==> src/rtl/capture_timer_pkg.sv <==
package capture_timer_pkg;

  // ----------------------------------------------------------------
  // register indexes (byte address is four times the index)
  // ----------------------------------------------------------------
  localparam int ADDR_W = 17;
  localparam int IDX_W = 15;
  localparam logic [14:0] LOW_MATCH_DATA_IDX = 15'h7F18;
  localparam logic [14:0] HIGH_MATCH_DATA_IDX = 15'h7F19;
  localparam logic [14:0] LOW_COUNTER_IDX = 15'h7F1A;
  localparam logic [14:0] HIGH_COUNTER_IDX = 15'h7F1B;
  localparam logic [14:0] FIRST_CONTROL_IDX = 15'h7F1C;
  localparam logic [14:0] CAPTURE_CONTROL_IDX = 15'h7F1D;
  localparam logic [14:0] CLOCK_CONTROL_IDX = 15'h7F1E;

  // ----------------------------------------------------------------
  // first control register fields
  // ----------------------------------------------------------------
  localparam int HIGH_COUNT_ENABLE_BIT = 7;
  localparam int HIGH_MATCH_FLAG_BIT = 6;
  localparam int HIGH_IRQ_ENABLE_BIT = 5;
  localparam int SPLIT_MODE_SELECT_BIT = 4;
  localparam int CAPTURE_READ_SELECT_BIT = 3;
  localparam int LOW_COUNT_ENABLE_BIT = 2;
  localparam int LOW_MATCH_FLAG_BIT = 1;
  localparam int LOW_IRQ_ENABLE_BIT = 0;

  // ----------------------------------------------------------------
  // capture control and clock control fields
  // ----------------------------------------------------------------
  localparam int CAPTURE_SOURCE_SELECT_LSB = 3;
  localparam int HIGH_CAPTURE_FLAG_BIT = 2;
  localparam int LOW_CAPTURE_FLAG_BIT = 1;
  localparam int CAPTURE_IRQ_ENABLE_BIT = 0;
  localparam int COUNT_CLOCK_SELECT_LSB = 6;
  localparam int EVENT_INPUT_SELECT_BIT = 5;
  localparam int DIVIDER_LIMIT_LSB = 0;

  // ----------------------------------------------------------------
  // reset values and encodings
  // ----------------------------------------------------------------
  localparam logic [7:0] REG_RESET = 8'h00;
  localparam logic [3:0] PRESCALE_RESET = 4'h0;
  localparam logic [1:0] CLK_SYSTEM = 2'h0;
  localparam logic [1:0] CLK_EVENT = 2'h1;
  localparam logic [1:0] CLK_OSC_A = 2'h2;
  localparam logic [1:0] CLK_OSC_B = 2'h3;
  localparam int NUM_EVENTS = 6;
  localparam int NUM_SYNC = 8;
  localparam int OSC_A_SYNC = 6;
  localparam int OSC_B_SYNC = 7;

endpackage : capture_timer_pkg

==> src/rtl/edge_sync.sv <==
`timescale 1ns/10ps
`default_nettype none

module edge_sync (
  // clock and reset
  input wire logic clk_i,
  input wire logic rst_i,
  // asynchronous pin and its rising-edge pulse
  input wire logic pin_i,
  output logic rise_o
);

  logic meta_reg;
  logic sync_reg;
  logic last_reg;

  // two flops against metastability, a third for the edge
  always_ff @(posedge clk_i) begin
    if (rst_i) begin
      meta_reg <= 1'b0;
      sync_reg <= 1'b0;
      last_reg <= 1'b0;
    end else begin
      meta_reg <= pin_i;
      sync_reg <= meta_reg;
      last_reg <= sync_reg;
    end
  end

  // one-cycle strobe per rising edge
  assign rise_o = sync_reg & ~last_reg;

endmodule : edge_sync

`default_nettype wire

==> src/rtl/match_buffer.sv <==
`timescale 1ns/10ps
`default_nettype none

module match_buffer (
  // clock and reset
  input wire logic clk_i,
  input wire logic rst_i,
  // control
  input wire logic run_i,
  input wire logic at_zero_i,
  input wire logic [7:0] data_i,
  // buffered compare value
  output logic [7:0] buf_o
);

  // follow the data while stopped, reload only at count zero while running
  always_ff @(posedge clk_i) begin
    if (rst_i) begin
      buf_o <= 8'h00;
    end else if (!run_i) begin
      buf_o <= data_i;
    end else if (at_zero_i) begin
      buf_o <= data_i;
    end
  end

endmodule : match_buffer

`default_nettype wire

==> src/rtl/capture_timer.sv <==
// Added by the designer: register access over Avalon-MM.
`timescale 1ns/10ps
`default_nettype none

module capture_timer
  import capture_timer_pkg::*;
(
  // clock and reset
  input wire logic MCLK_I,
  input wire logic SYS_RST_I,
  // avalon-mm slave
  input wire logic [16:0] AVS_ADDRESS_I,
  input wire logic AVS_READ_I,
  input wire logic AVS_WRITE_I,
  input wire logic [31:0] AVS_WRITEDATA_I,
  input wire logic [3:0] AVS_BYTEENABLE_I,
  output logic [31:0] AVS_READDATA_O,
  output logic AVS_WAITREQUEST_O,
  // external event and oscillator pins
  input wire logic [5:0] EXT_EVENT_I,
  input wire logic OSC_SOURCE_A_I,
  input wire logic OSC_SOURCE_B_I,
  // interrupt request
  output logic IRQ_O
);

  // ----------------------------------------------------------------
  // declarations
  // ----------------------------------------------------------------
  logic [NUM_SYNC-1:0] pin_raw;
  logic [NUM_SYNC-1:0] pin_rise;
  logic [5:0] ev;
  logic [7:0] low_match_data_reg;
  logic [7:0] high_match_data_reg;
  logic [7:0] first_control_reg;
  logic [7:0] capture_control_reg;
  logic [7:0] clock_control_reg;
  logic [3:0] prescale_reg;
  logic [7:0] low_counter_reg;
  logic [7:0] high_counter_reg;
  logic [7:0] low_capture_reg;
  logic [7:0] high_capture_reg;
  logic [7:0] low_buf;
  logic [7:0] high_buf;
  logic ack_reg;
  logic [31:0] readdata_reg;
  logic irq_reg;
  logic bus_req;
  logic wr_en;
  logic rd_en;
  logic [14:0] idx;
  logic be0;
  logic split_mode;
  logic low_enable;
  logic high_enable;
  logic capture_read;
  logic [1:0] count_clock_select;
  logic event_input_select;
  logic [3:0] divider_limit;
  logic [1:0] capture_source_select;
  logic prescale_run;
  logic prescale_tick;
  logic prescale_match;
  logic low_run;
  logic high_run;
  logic low_tick;
  logic high_tick;
  logic low_equal;
  logic low_match;
  logic low_overflow;
  logic high_match;
  logic low_cap_req;
  logic high_cap_req;
  logic low_flag_set;
  logic high_flag_set;
  logic low_cap_flag_set;
  logic high_cap_flag_set;
  logic [7:0] read_mux;

  // ----------------------------------------------------------------
  // pin synchronisers
  // ----------------------------------------------------------------
  assign pin_raw = {OSC_SOURCE_B_I, OSC_SOURCE_A_I, EXT_EVENT_I};

  // every pin gets its own two-flop synchroniser and edge strobe
  generate
    for (genvar g = 0; g < NUM_SYNC; g++) begin : g_sync
      edge_sync u_sync (
        .clk_i(MCLK_I),
        .rst_i(SYS_RST_I),
        .pin_i(pin_raw[g]),
        .rise_o(pin_rise[g])
      );
    end
  endgenerate

  assign ev = pin_rise[NUM_EVENTS-1:0];

  // ----------------------------------------------------------------
  // control fields
  // ----------------------------------------------------------------
  assign split_mode = first_control_reg[SPLIT_MODE_SELECT_BIT];
  assign low_enable = first_control_reg[LOW_COUNT_ENABLE_BIT];
  assign high_enable = first_control_reg[HIGH_COUNT_ENABLE_BIT];
  assign capture_read = first_control_reg[CAPTURE_READ_SELECT_BIT];
  assign count_clock_select = clock_control_reg[COUNT_CLOCK_SELECT_LSB +: 2];
  assign event_input_select = clock_control_reg[EVENT_INPUT_SELECT_BIT];
  assign divider_limit = clock_control_reg[DIVIDER_LIMIT_LSB +: 4];
  assign capture_source_select = capture_control_reg[CAPTURE_SOURCE_SELECT_LSB +: 2];

  // ----------------------------------------------------------------
  // prescaler
  // ----------------------------------------------------------------
  assign prescale_run = low_enable | (split_mode & high_enable);

  // count clock choice; split mode on the first event pin falls back to sysclk
  always_comb begin
    unique case (count_clock_select)
      CLK_SYSTEM: prescale_tick = 1'b1;
      CLK_EVENT: begin
        if (event_input_select) begin
          prescale_tick = ev[3];
        end else if (split_mode) begin
          prescale_tick = 1'b1;
        end else begin
          prescale_tick = ev[2];
        end
      end
      CLK_OSC_A: prescale_tick = pin_rise[OSC_A_SYNC];
      CLK_OSC_B: prescale_tick = pin_rise[OSC_B_SYNC];
    endcase
  end

  assign prescale_match = prescale_run & prescale_tick & (prescale_reg == divider_limit);

  // divider count; a limit of n gives one match every n+1 ticks
  always_ff @(posedge MCLK_I) begin
    if (SYS_RST_I) begin
      prescale_reg <= PRESCALE_RESET;
    end else if (!prescale_run || prescale_match) begin
      prescale_reg <= PRESCALE_RESET;
    end else if (prescale_tick) begin
      prescale_reg <= prescale_reg + 4'h1;
    end
  end

  // ----------------------------------------------------------------
  // low and high counters
  // ----------------------------------------------------------------
  assign low_run = low_enable;
  assign high_run = split_mode ? high_enable : low_enable;

  // low counter steps straight on the first event pin in split event mode
  assign low_tick = low_run &
    ((split_mode && count_clock_select == CLK_EVENT) ? ev[2] : prescale_match);

  // combined mode needs all sixteen bits equal before either half clears
  assign low_equal = split_mode ? (low_counter_reg == low_buf) :
    ({high_counter_reg, low_counter_reg} == {high_buf, low_buf});
  assign low_match = low_tick & low_equal;
  assign low_overflow = low_tick & ~low_equal & (low_counter_reg == 8'hFF);

  assign high_tick = high_run & (split_mode ? prescale_match : low_overflow);
  assign high_match = split_mode ? (high_tick & (high_counter_reg == high_buf)) :
    low_match;

  // low counter is an up counter, never written by software
  always_ff @(posedge MCLK_I) begin
    if (SYS_RST_I) begin
      low_counter_reg <= REG_RESET;
    end else if (!low_run || low_match) begin
      low_counter_reg <= REG_RESET;
    end else if (low_tick) begin
      low_counter_reg <= low_counter_reg + 8'h01;
    end
  end

  // high counter clears with the combined match in sixteen-bit mode
  always_ff @(posedge MCLK_I) begin
    if (SYS_RST_I) begin
      high_counter_reg <= REG_RESET;
    end else if (!high_run || high_match) begin
      high_counter_reg <= REG_RESET;
    end else if (high_tick) begin
      high_counter_reg <= high_counter_reg + 8'h01;
    end
  end

  // ----------------------------------------------------------------
  // match buffers; software keeps to one write per period on slow clocks
  // ----------------------------------------------------------------
  match_buffer u_low_buf (
    .clk_i(MCLK_I),
    .rst_i(SYS_RST_I),
    .run_i(low_run),
    .at_zero_i(low_counter_reg == 8'h00),
    .data_i(low_match_data_reg),
    .buf_o(low_buf)
  );

  match_buffer u_high_buf (
    .clk_i(MCLK_I),
    .rst_i(SYS_RST_I),
    .run_i(high_run),
    .at_zero_i(high_counter_reg == 8'h00),
    .data_i(high_match_data_reg),
    .buf_o(high_buf)
  );

  // ----------------------------------------------------------------
  // capture
  // ----------------------------------------------------------------
  // source pick for both capture requests
  always_comb begin
    unique case (capture_source_select)
      2'h0: begin
        low_cap_req = ev[0];
        high_cap_req = split_mode ? ev[1] : ev[0];
      end
      2'h1: begin
        low_cap_req = ev[2];
        high_cap_req = split_mode ? ev[3] : ev[2];
      end
      2'h2: begin
        low_cap_req = ev[4];
        high_cap_req = split_mode ? ev[5] : ev[4];
      end
      2'h3: begin
        low_cap_req = ev[5];
        high_cap_req = split_mode ? ev[4] : ev[5];
      end
    endcase
  end

  // snapshot of the live counts
  always_ff @(posedge MCLK_I) begin
    if (SYS_RST_I) begin
      low_capture_reg <= REG_RESET;
      high_capture_reg <= REG_RESET;
    end else begin
      if (low_cap_req) begin
        low_capture_reg <= low_counter_reg;
      end
      if (high_cap_req) begin
        high_capture_reg <= high_counter_reg;
      end
    end
  end

  // ----------------------------------------------------------------
  // flag set terms
  // ----------------------------------------------------------------
  // a match is the moment a running count equals its buffered value and clears to zero
  assign low_flag_set = low_match;
  assign high_flag_set = split_mode & high_match;
  assign low_cap_flag_set = low_cap_req;
  assign high_cap_flag_set = split_mode & high_cap_req;

  // ----------------------------------------------------------------
  // avalon-mm slave: one wait cycle, then the ack cycle
  // ----------------------------------------------------------------
  assign bus_req = AVS_READ_I | AVS_WRITE_I;
  assign AVS_WAITREQUEST_O = bus_req & ~ack_reg;
  assign wr_en = AVS_WRITE_I & ack_reg;
  assign rd_en = AVS_READ_I & ~ack_reg;
  assign idx = AVS_ADDRESS_I[ADDR_W-1:2];
  assign be0 = AVS_BYTEENABLE_I[0];

  // ack pulses one cycle after the request appears
  always_ff @(posedge MCLK_I) begin
    if (SYS_RST_I) begin
      ack_reg <= 1'b0;
    end else begin
      ack_reg <= bus_req & ~ack_reg;
    end
  end

  // match data and clock control registers
  always_ff @(posedge MCLK_I) begin
    if (SYS_RST_I) begin
      low_match_data_reg <= REG_RESET;
      high_match_data_reg <= REG_RESET;
      clock_control_reg <= REG_RESET;
    end else if (wr_en && be0) begin
      if (idx == LOW_MATCH_DATA_IDX) begin
        low_match_data_reg <= AVS_WRITEDATA_I[7:0];
      end
      if (idx == HIGH_MATCH_DATA_IDX) begin
        high_match_data_reg <= AVS_WRITEDATA_I[7:0];
      end
      if (idx == CLOCK_CONTROL_IDX) begin
        clock_control_reg <= {AVS_WRITEDATA_I[7:5], 1'b0, AVS_WRITEDATA_I[3:0]};
      end
    end
  end

  // first control: hardware set of a flag wins over a software clear
  always_ff @(posedge MCLK_I) begin
    if (SYS_RST_I) begin
      first_control_reg <= REG_RESET;
    end else begin
      if (wr_en && be0 && idx == FIRST_CONTROL_IDX) begin
        first_control_reg <= AVS_WRITEDATA_I[7:0];
      end
      if (low_flag_set) begin
        first_control_reg[LOW_MATCH_FLAG_BIT] <= 1'b1;
      end
      if (high_flag_set) begin
        first_control_reg[HIGH_MATCH_FLAG_BIT] <= 1'b1;
      end
    end
  end

  // capture control; upper three bits do not exist and read zero
  always_ff @(posedge MCLK_I) begin
    if (SYS_RST_I) begin
      capture_control_reg <= REG_RESET;
    end else begin
      if (wr_en && be0 && idx == CAPTURE_CONTROL_IDX) begin
        capture_control_reg <= {3'h0, AVS_WRITEDATA_I[4:0]};
      end
      if (low_cap_flag_set) begin
        capture_control_reg[LOW_CAPTURE_FLAG_BIT] <= 1'b1;
      end
      if (high_cap_flag_set) begin
        capture_control_reg[HIGH_CAPTURE_FLAG_BIT] <= 1'b1;
      end
    end
  end

  // read mux; counter addresses show captures when selected
  always_comb begin
    unique case (idx)
      LOW_MATCH_DATA_IDX: read_mux = low_match_data_reg;
      HIGH_MATCH_DATA_IDX: read_mux = high_match_data_reg;
      LOW_COUNTER_IDX: read_mux = capture_read ? low_capture_reg : low_counter_reg;
      HIGH_COUNTER_IDX: read_mux = capture_read ? high_capture_reg : high_counter_reg;
      FIRST_CONTROL_IDX: read_mux = first_control_reg;
      CAPTURE_CONTROL_IDX: read_mux = capture_control_reg;
      CLOCK_CONTROL_IDX: read_mux = clock_control_reg;
      default: read_mux = 8'h00;
    endcase
  end

  // read data sampled in the wait cycle, standing through the ack cycle
  always_ff @(posedge MCLK_I) begin
    if (SYS_RST_I) begin
      readdata_reg <= 32'h0000_0000;
    end else if (rd_en) begin
      readdata_reg <= {24'h00_0000, read_mux};
    end
  end

  assign AVS_READDATA_O = readdata_reg;

  // ----------------------------------------------------------------
  // shared interrupt request
  // ----------------------------------------------------------------
  // registered so the line never glitches on flag writes
  always_ff @(posedge MCLK_I) begin
    if (SYS_RST_I) begin
      irq_reg <= 1'b0;
    end else begin
      irq_reg <= (first_control_reg[LOW_MATCH_FLAG_BIT] & first_control_reg[LOW_IRQ_ENABLE_BIT])
        | (first_control_reg[HIGH_MATCH_FLAG_BIT] & first_control_reg[HIGH_IRQ_ENABLE_BIT])
        | ((capture_control_reg[LOW_CAPTURE_FLAG_BIT] | capture_control_reg[HIGH_CAPTURE_FLAG_BIT])
          & capture_control_reg[CAPTURE_IRQ_ENABLE_BIT]);
    end
  end

  assign IRQ_O = irq_reg;

endmodule : capture_timer

`default_nettype wire

==> config.mk <==
export PLATFORM = sky130hd
export DESIGN_NAME = capture_timer
export DESIGN_NICKNAME = d
export VERILOG_FILES = /design/src/rtl/capture_timer_pkg.sv /design/src/rtl/edge_sync.sv /design/src/rtl/match_buffer.sv /design/src/rtl/capture_timer.sv
export SDC_FILE = /design/constraint.sdc
export NUM_CORES = 1
export LEC_CHECK = 0
export ABC_AREA = 1
export BUFFER_PORTS_ARGS = -buffer_cell sky130_fd_sc_hd__buf_2
export CORE_MARGIN = 2
export CORE_UTILIZATION = 55
export DETAILED_ROUTE_END_ITERATION = 7
export GPL_TIMING_DRIVEN = 0
export PLACE_DENSITY_LB_ADDON = 0.2
export SYNTH_ARGS = -nofsm -noshare
export SYNTH_HDL_FRONTEND = slang
export SYNTH_HIERARCHICAL = 1
export SYNTH_SLANG_ARGS = --single-unit
==> constraint.sdc <==
create_clock -name MCLK_I -period 3.5 [get_ports MCLK_I]
set_input_delay 0.175 -clock MCLK_I [delete_from_list [all_inputs] [get_ports MCLK_I]]
set_output_delay 0.175 -clock MCLK_I [all_outputs]
set_load 0.005 [all_outputs]
==> impl_metrics.ini <==
[grt]
antenna_found_initial = 1
gr-total-overflow = 0
grt_util_all_layers_pct = 28.4
grt_start_max_net_pins = 28
grt_pass1_vias = 5217
grt_pass1_wl_mm = 25.4

[placed_design]
place_inst = 1080
hpwl_mm = 11.9
gp_congestion = 0.969
io_buffers = 45

[pwr]
seqPwrFrac_pct = 43.9
p_sw_w = 0.000795
p_sw_share_pct = 24.6
clkPwrFrac_pct = 51.2
p_leak_nw = 3.24
powerDensity_nw_per_um2 = 442
comb_power_share_pct = 4.9
ir_drop_mv = 0.496
internal_power_w = 0.00244

[floorplanning]
pin_count = 99
start_util_pct = 56.2
die_h_um = 109
die-area_um2 = 11900
die_w_um = 109
core_area_um2 = 10800
rows = 38

[synth]
synthAdderAreaFrac_pct = 1.03
synth_top_area_share_pct = 40.1
ys_seq_elements = 122
synth_area_um2 = 6090
synth_simple_gate_area_share_pct = 29.8
seq_area_frac_synth_pct = 40.1
synth_top_family_by_area = simple AND/OR/NAND/NOR gates
ys_top_cells_by_area = dfxtp_1, nand2_1, nor2_1, inv_1, a21oi_1
syn_avg_cell_area_um2 = 6.99
synth-compound-area-share_pct = 13.4
syn_inst = 872
yosys.area.top_type = dfxtp_1
synthXorXnorAreaFrac_pct = 3.02
synthMuxAreaShare_pct = 0.164
yosys_warnings = 6
ys_types = 43

[clock_tree]
cts_buffer_depth = 2
ctsResizeCount = 0
insertion_delay_ns = 0.53
cts_buffers = 17
h-tree-depth = 4
cts_root_buf = clkbuf_8
cts_tree = yes
cts_sinks = 122
cts.reportedPaths.clkPinSlew_ns = 0.06

[routing]
post_drt_wl_per_cell_um = 14.3
drc = 0
drtIter0Drc = 482
first_pass_iters = 7
antenna_left = 0
via_per_inst = 5.05
vias = 5703
routed_wl_mm = 16.2

[cells_and_area]
fin_cells = 1130
final_layout_size_suffix_gt1_share_pct = 15.6
syn2layout_area_growth_pct = 20.1
fin_util_pct = 67.5
fin_nets = 1047
fillers = 996
layout_commonest_cell = nand2_1
diodes = 0
layout_common_cells = nand2_1, nor2_1, dfxtp_1

[sta]
hold_viol = 0
finalCritPeriodShare_pct = 62.7
setup_tns_ns = 0
slew_violations = 0
max_slew_margin_pct = 49.1
setup_viol = 0
fmax_mhz = 456
worstMarginPinSlew_ns = 0.756
period_minus_slack_ns = 2.19
skew_ns = 0.0108
rsz0062_at_grt = false

[setup_path]
start_kind = flop
path_cells = inv_1 > nor2_1 > o21ai_0 > nand2_1 > nand3_2 > o21ai_4 > nand4_1 > nand2_2 > nand2_2 > nand2_1 > a21oi_2
required_ns = 3.92
path_buf_inv = 1
path_class = flop to flop
end_kind = flop
crit_family = simple AND/OR/NAND/NOR gates
cp_max_fo = 9
worstPathArrival_ns = 2.61
critPathMaxStageDelay_ns = 0.32
cp_slowest_cell = dfxtp_1

[job]
drv_cap = 0

[min_path]
hold_path.class = primary input to flop

[outcome]
outcome = finished, final reports clean
power by group through the flow:
| stage | Combinational [W] | Clock [W] | Sequential [W] |
|---|---|---|---|
| final | 0.000158 | 0.00166 | 0.00142 |
| after global routing | 0.000176 | 0.00173 | 0.00142 |
| after floorplan | 0.0000858 | 0 | 0.00145 |
| after global placement | 0.000137 | 0 | 0.00145 |
| after detailed placement | 0.000138 | 0 | 0.00145 |
| after CTS | 0.000154 | 0.00167 | 0.00142 |
synth_stat cells:
cell / instances
o21ai_1: 1
nor2_1: 125
a21oi_1: 65
dfxtp_1: 122
o21ai_4: 1
xnor2_1: 4
inv_2: 10
nand4_4: 1
xor2_1: 17
nand2_2: 3
nand3_4: 2
a31oi_1: 1
o22ai_1: 4
a21oi_2: 8
nand4_1: 9
mux2i_1: 1
nor2_2: 6
clkbuf_1: 12
conb_1: 1
nor4_1: 3
nand3_1: 58
ha_1: 5
nor4_4: 1
buf_2: 5
a221oi_1: 1
or2_2: 1
nand2_4: 1
nor3_4: 1
inv_1: 111
nand3_2: 2
o21ai_0: 55
nor3_1: 6
o211ai_1: 1
o31ai_1: 1
nor3_2: 1
nor3b_2: 2
o221ai_1: 1
buf_4: 27
buf_6: 2
nand2_1: 182
clkinv_4: 1
nor2_4: 4
o2111ai_1: 7
per-layer routing:
layer  track usage (%)  part of all wire [%]
met5                 0                     0
met4              11.0                   2.4
met3              6.81                   5.9
met1              35.6                    44
met2              47.2                    47
worst reg2reg max path: cells and delay by family, from the launching register on:
kind / cells / cell delay (ns)
flip-flops: 1 / 0.32
AO/OA/AOI/OAI: 3 / 0.47
AND/OR/NAND/NOR: 7 / 1.23
buffers and inverters: 1 / 0.05
cells by family (layout without fill, tap and decap cells):
family	Yosys count	in the layout
buffers and inverters	168	263
other	1	24
muxes	1	1
adders and majority gates	5	5
xor gates and xnor gates	21	21
AOI/OAI and AO/OA	146	146
DFF	122	122
and+or+nand+nor	408	408
through the flow:
stage          setup WS, ns  total power (W)  instance area (um^2)  hold WS (ns)
4_1_cts                1.32          0.00324                  7320        0.0943
2_1_floorplan          1.90          0.00153                  6180         0.246
3_3_place_gp           1.43          0.00159                  6580         0.373
3_5_place_dp           1.38          0.00159                  6580         0.385
6_report               1.31          0.00323                  7320        0.0871
5_1_grt                1.20          0.00333                  7320        0.0968
worst paths after layout:
| path | start | slack [ns] | cells after the start | endpoint |
|---|---|---|---|---|
| max | g_sync[2].u_sync/sync_reg$_SDFF_PP0_ | 1.31 | 11 | high_counter_reg[3]$_SDFFE_PP0P_ |
| max reg2reg | g_sync[2].u_sync/sync_reg$_SDFF_PP0_ | 1.31 | 11 | high_counter_reg[3]$_SDFFE_PP0P_ |
| min reg2reg | g_sync[2].u_sync/meta_reg$_SDFF_PP0_ | 0.40 | 2 | g_sync[2].u_sync/sync_reg$_SDFF_PP0_ |
| min | SYS_RST_I | 0.09 | 2 | g_sync[6].u_sync/sync_reg$_SDFF_PP0_ |
layout make-up:
| class | instances | area, um^2 | area share (%) |
|---|---|---|---|
| tap | 140 | 175 | 2.39 |
| buffer | 46 | 295 | 4.04 |
| clock buffer | 19 | 422 | 5.76 |
| multi-input combinational | 605 | 2980 | 40.7 |
| inverter | 122 | 463 | 6.33 |
| sequential | 122 | 2440 | 33.4 |
| timing repair buffer | 63 | 405 | 5.54 |
| clock inverter | 13 | 134 | 1.83 |
repair_timing:
action / in CTS / in global routing
setup buffers: 0 / 0
hold buffers: 18 / 0
endpoints found under the hold margin: 21 / 0
Note: power is estimated with default switching activity, not from simulation.
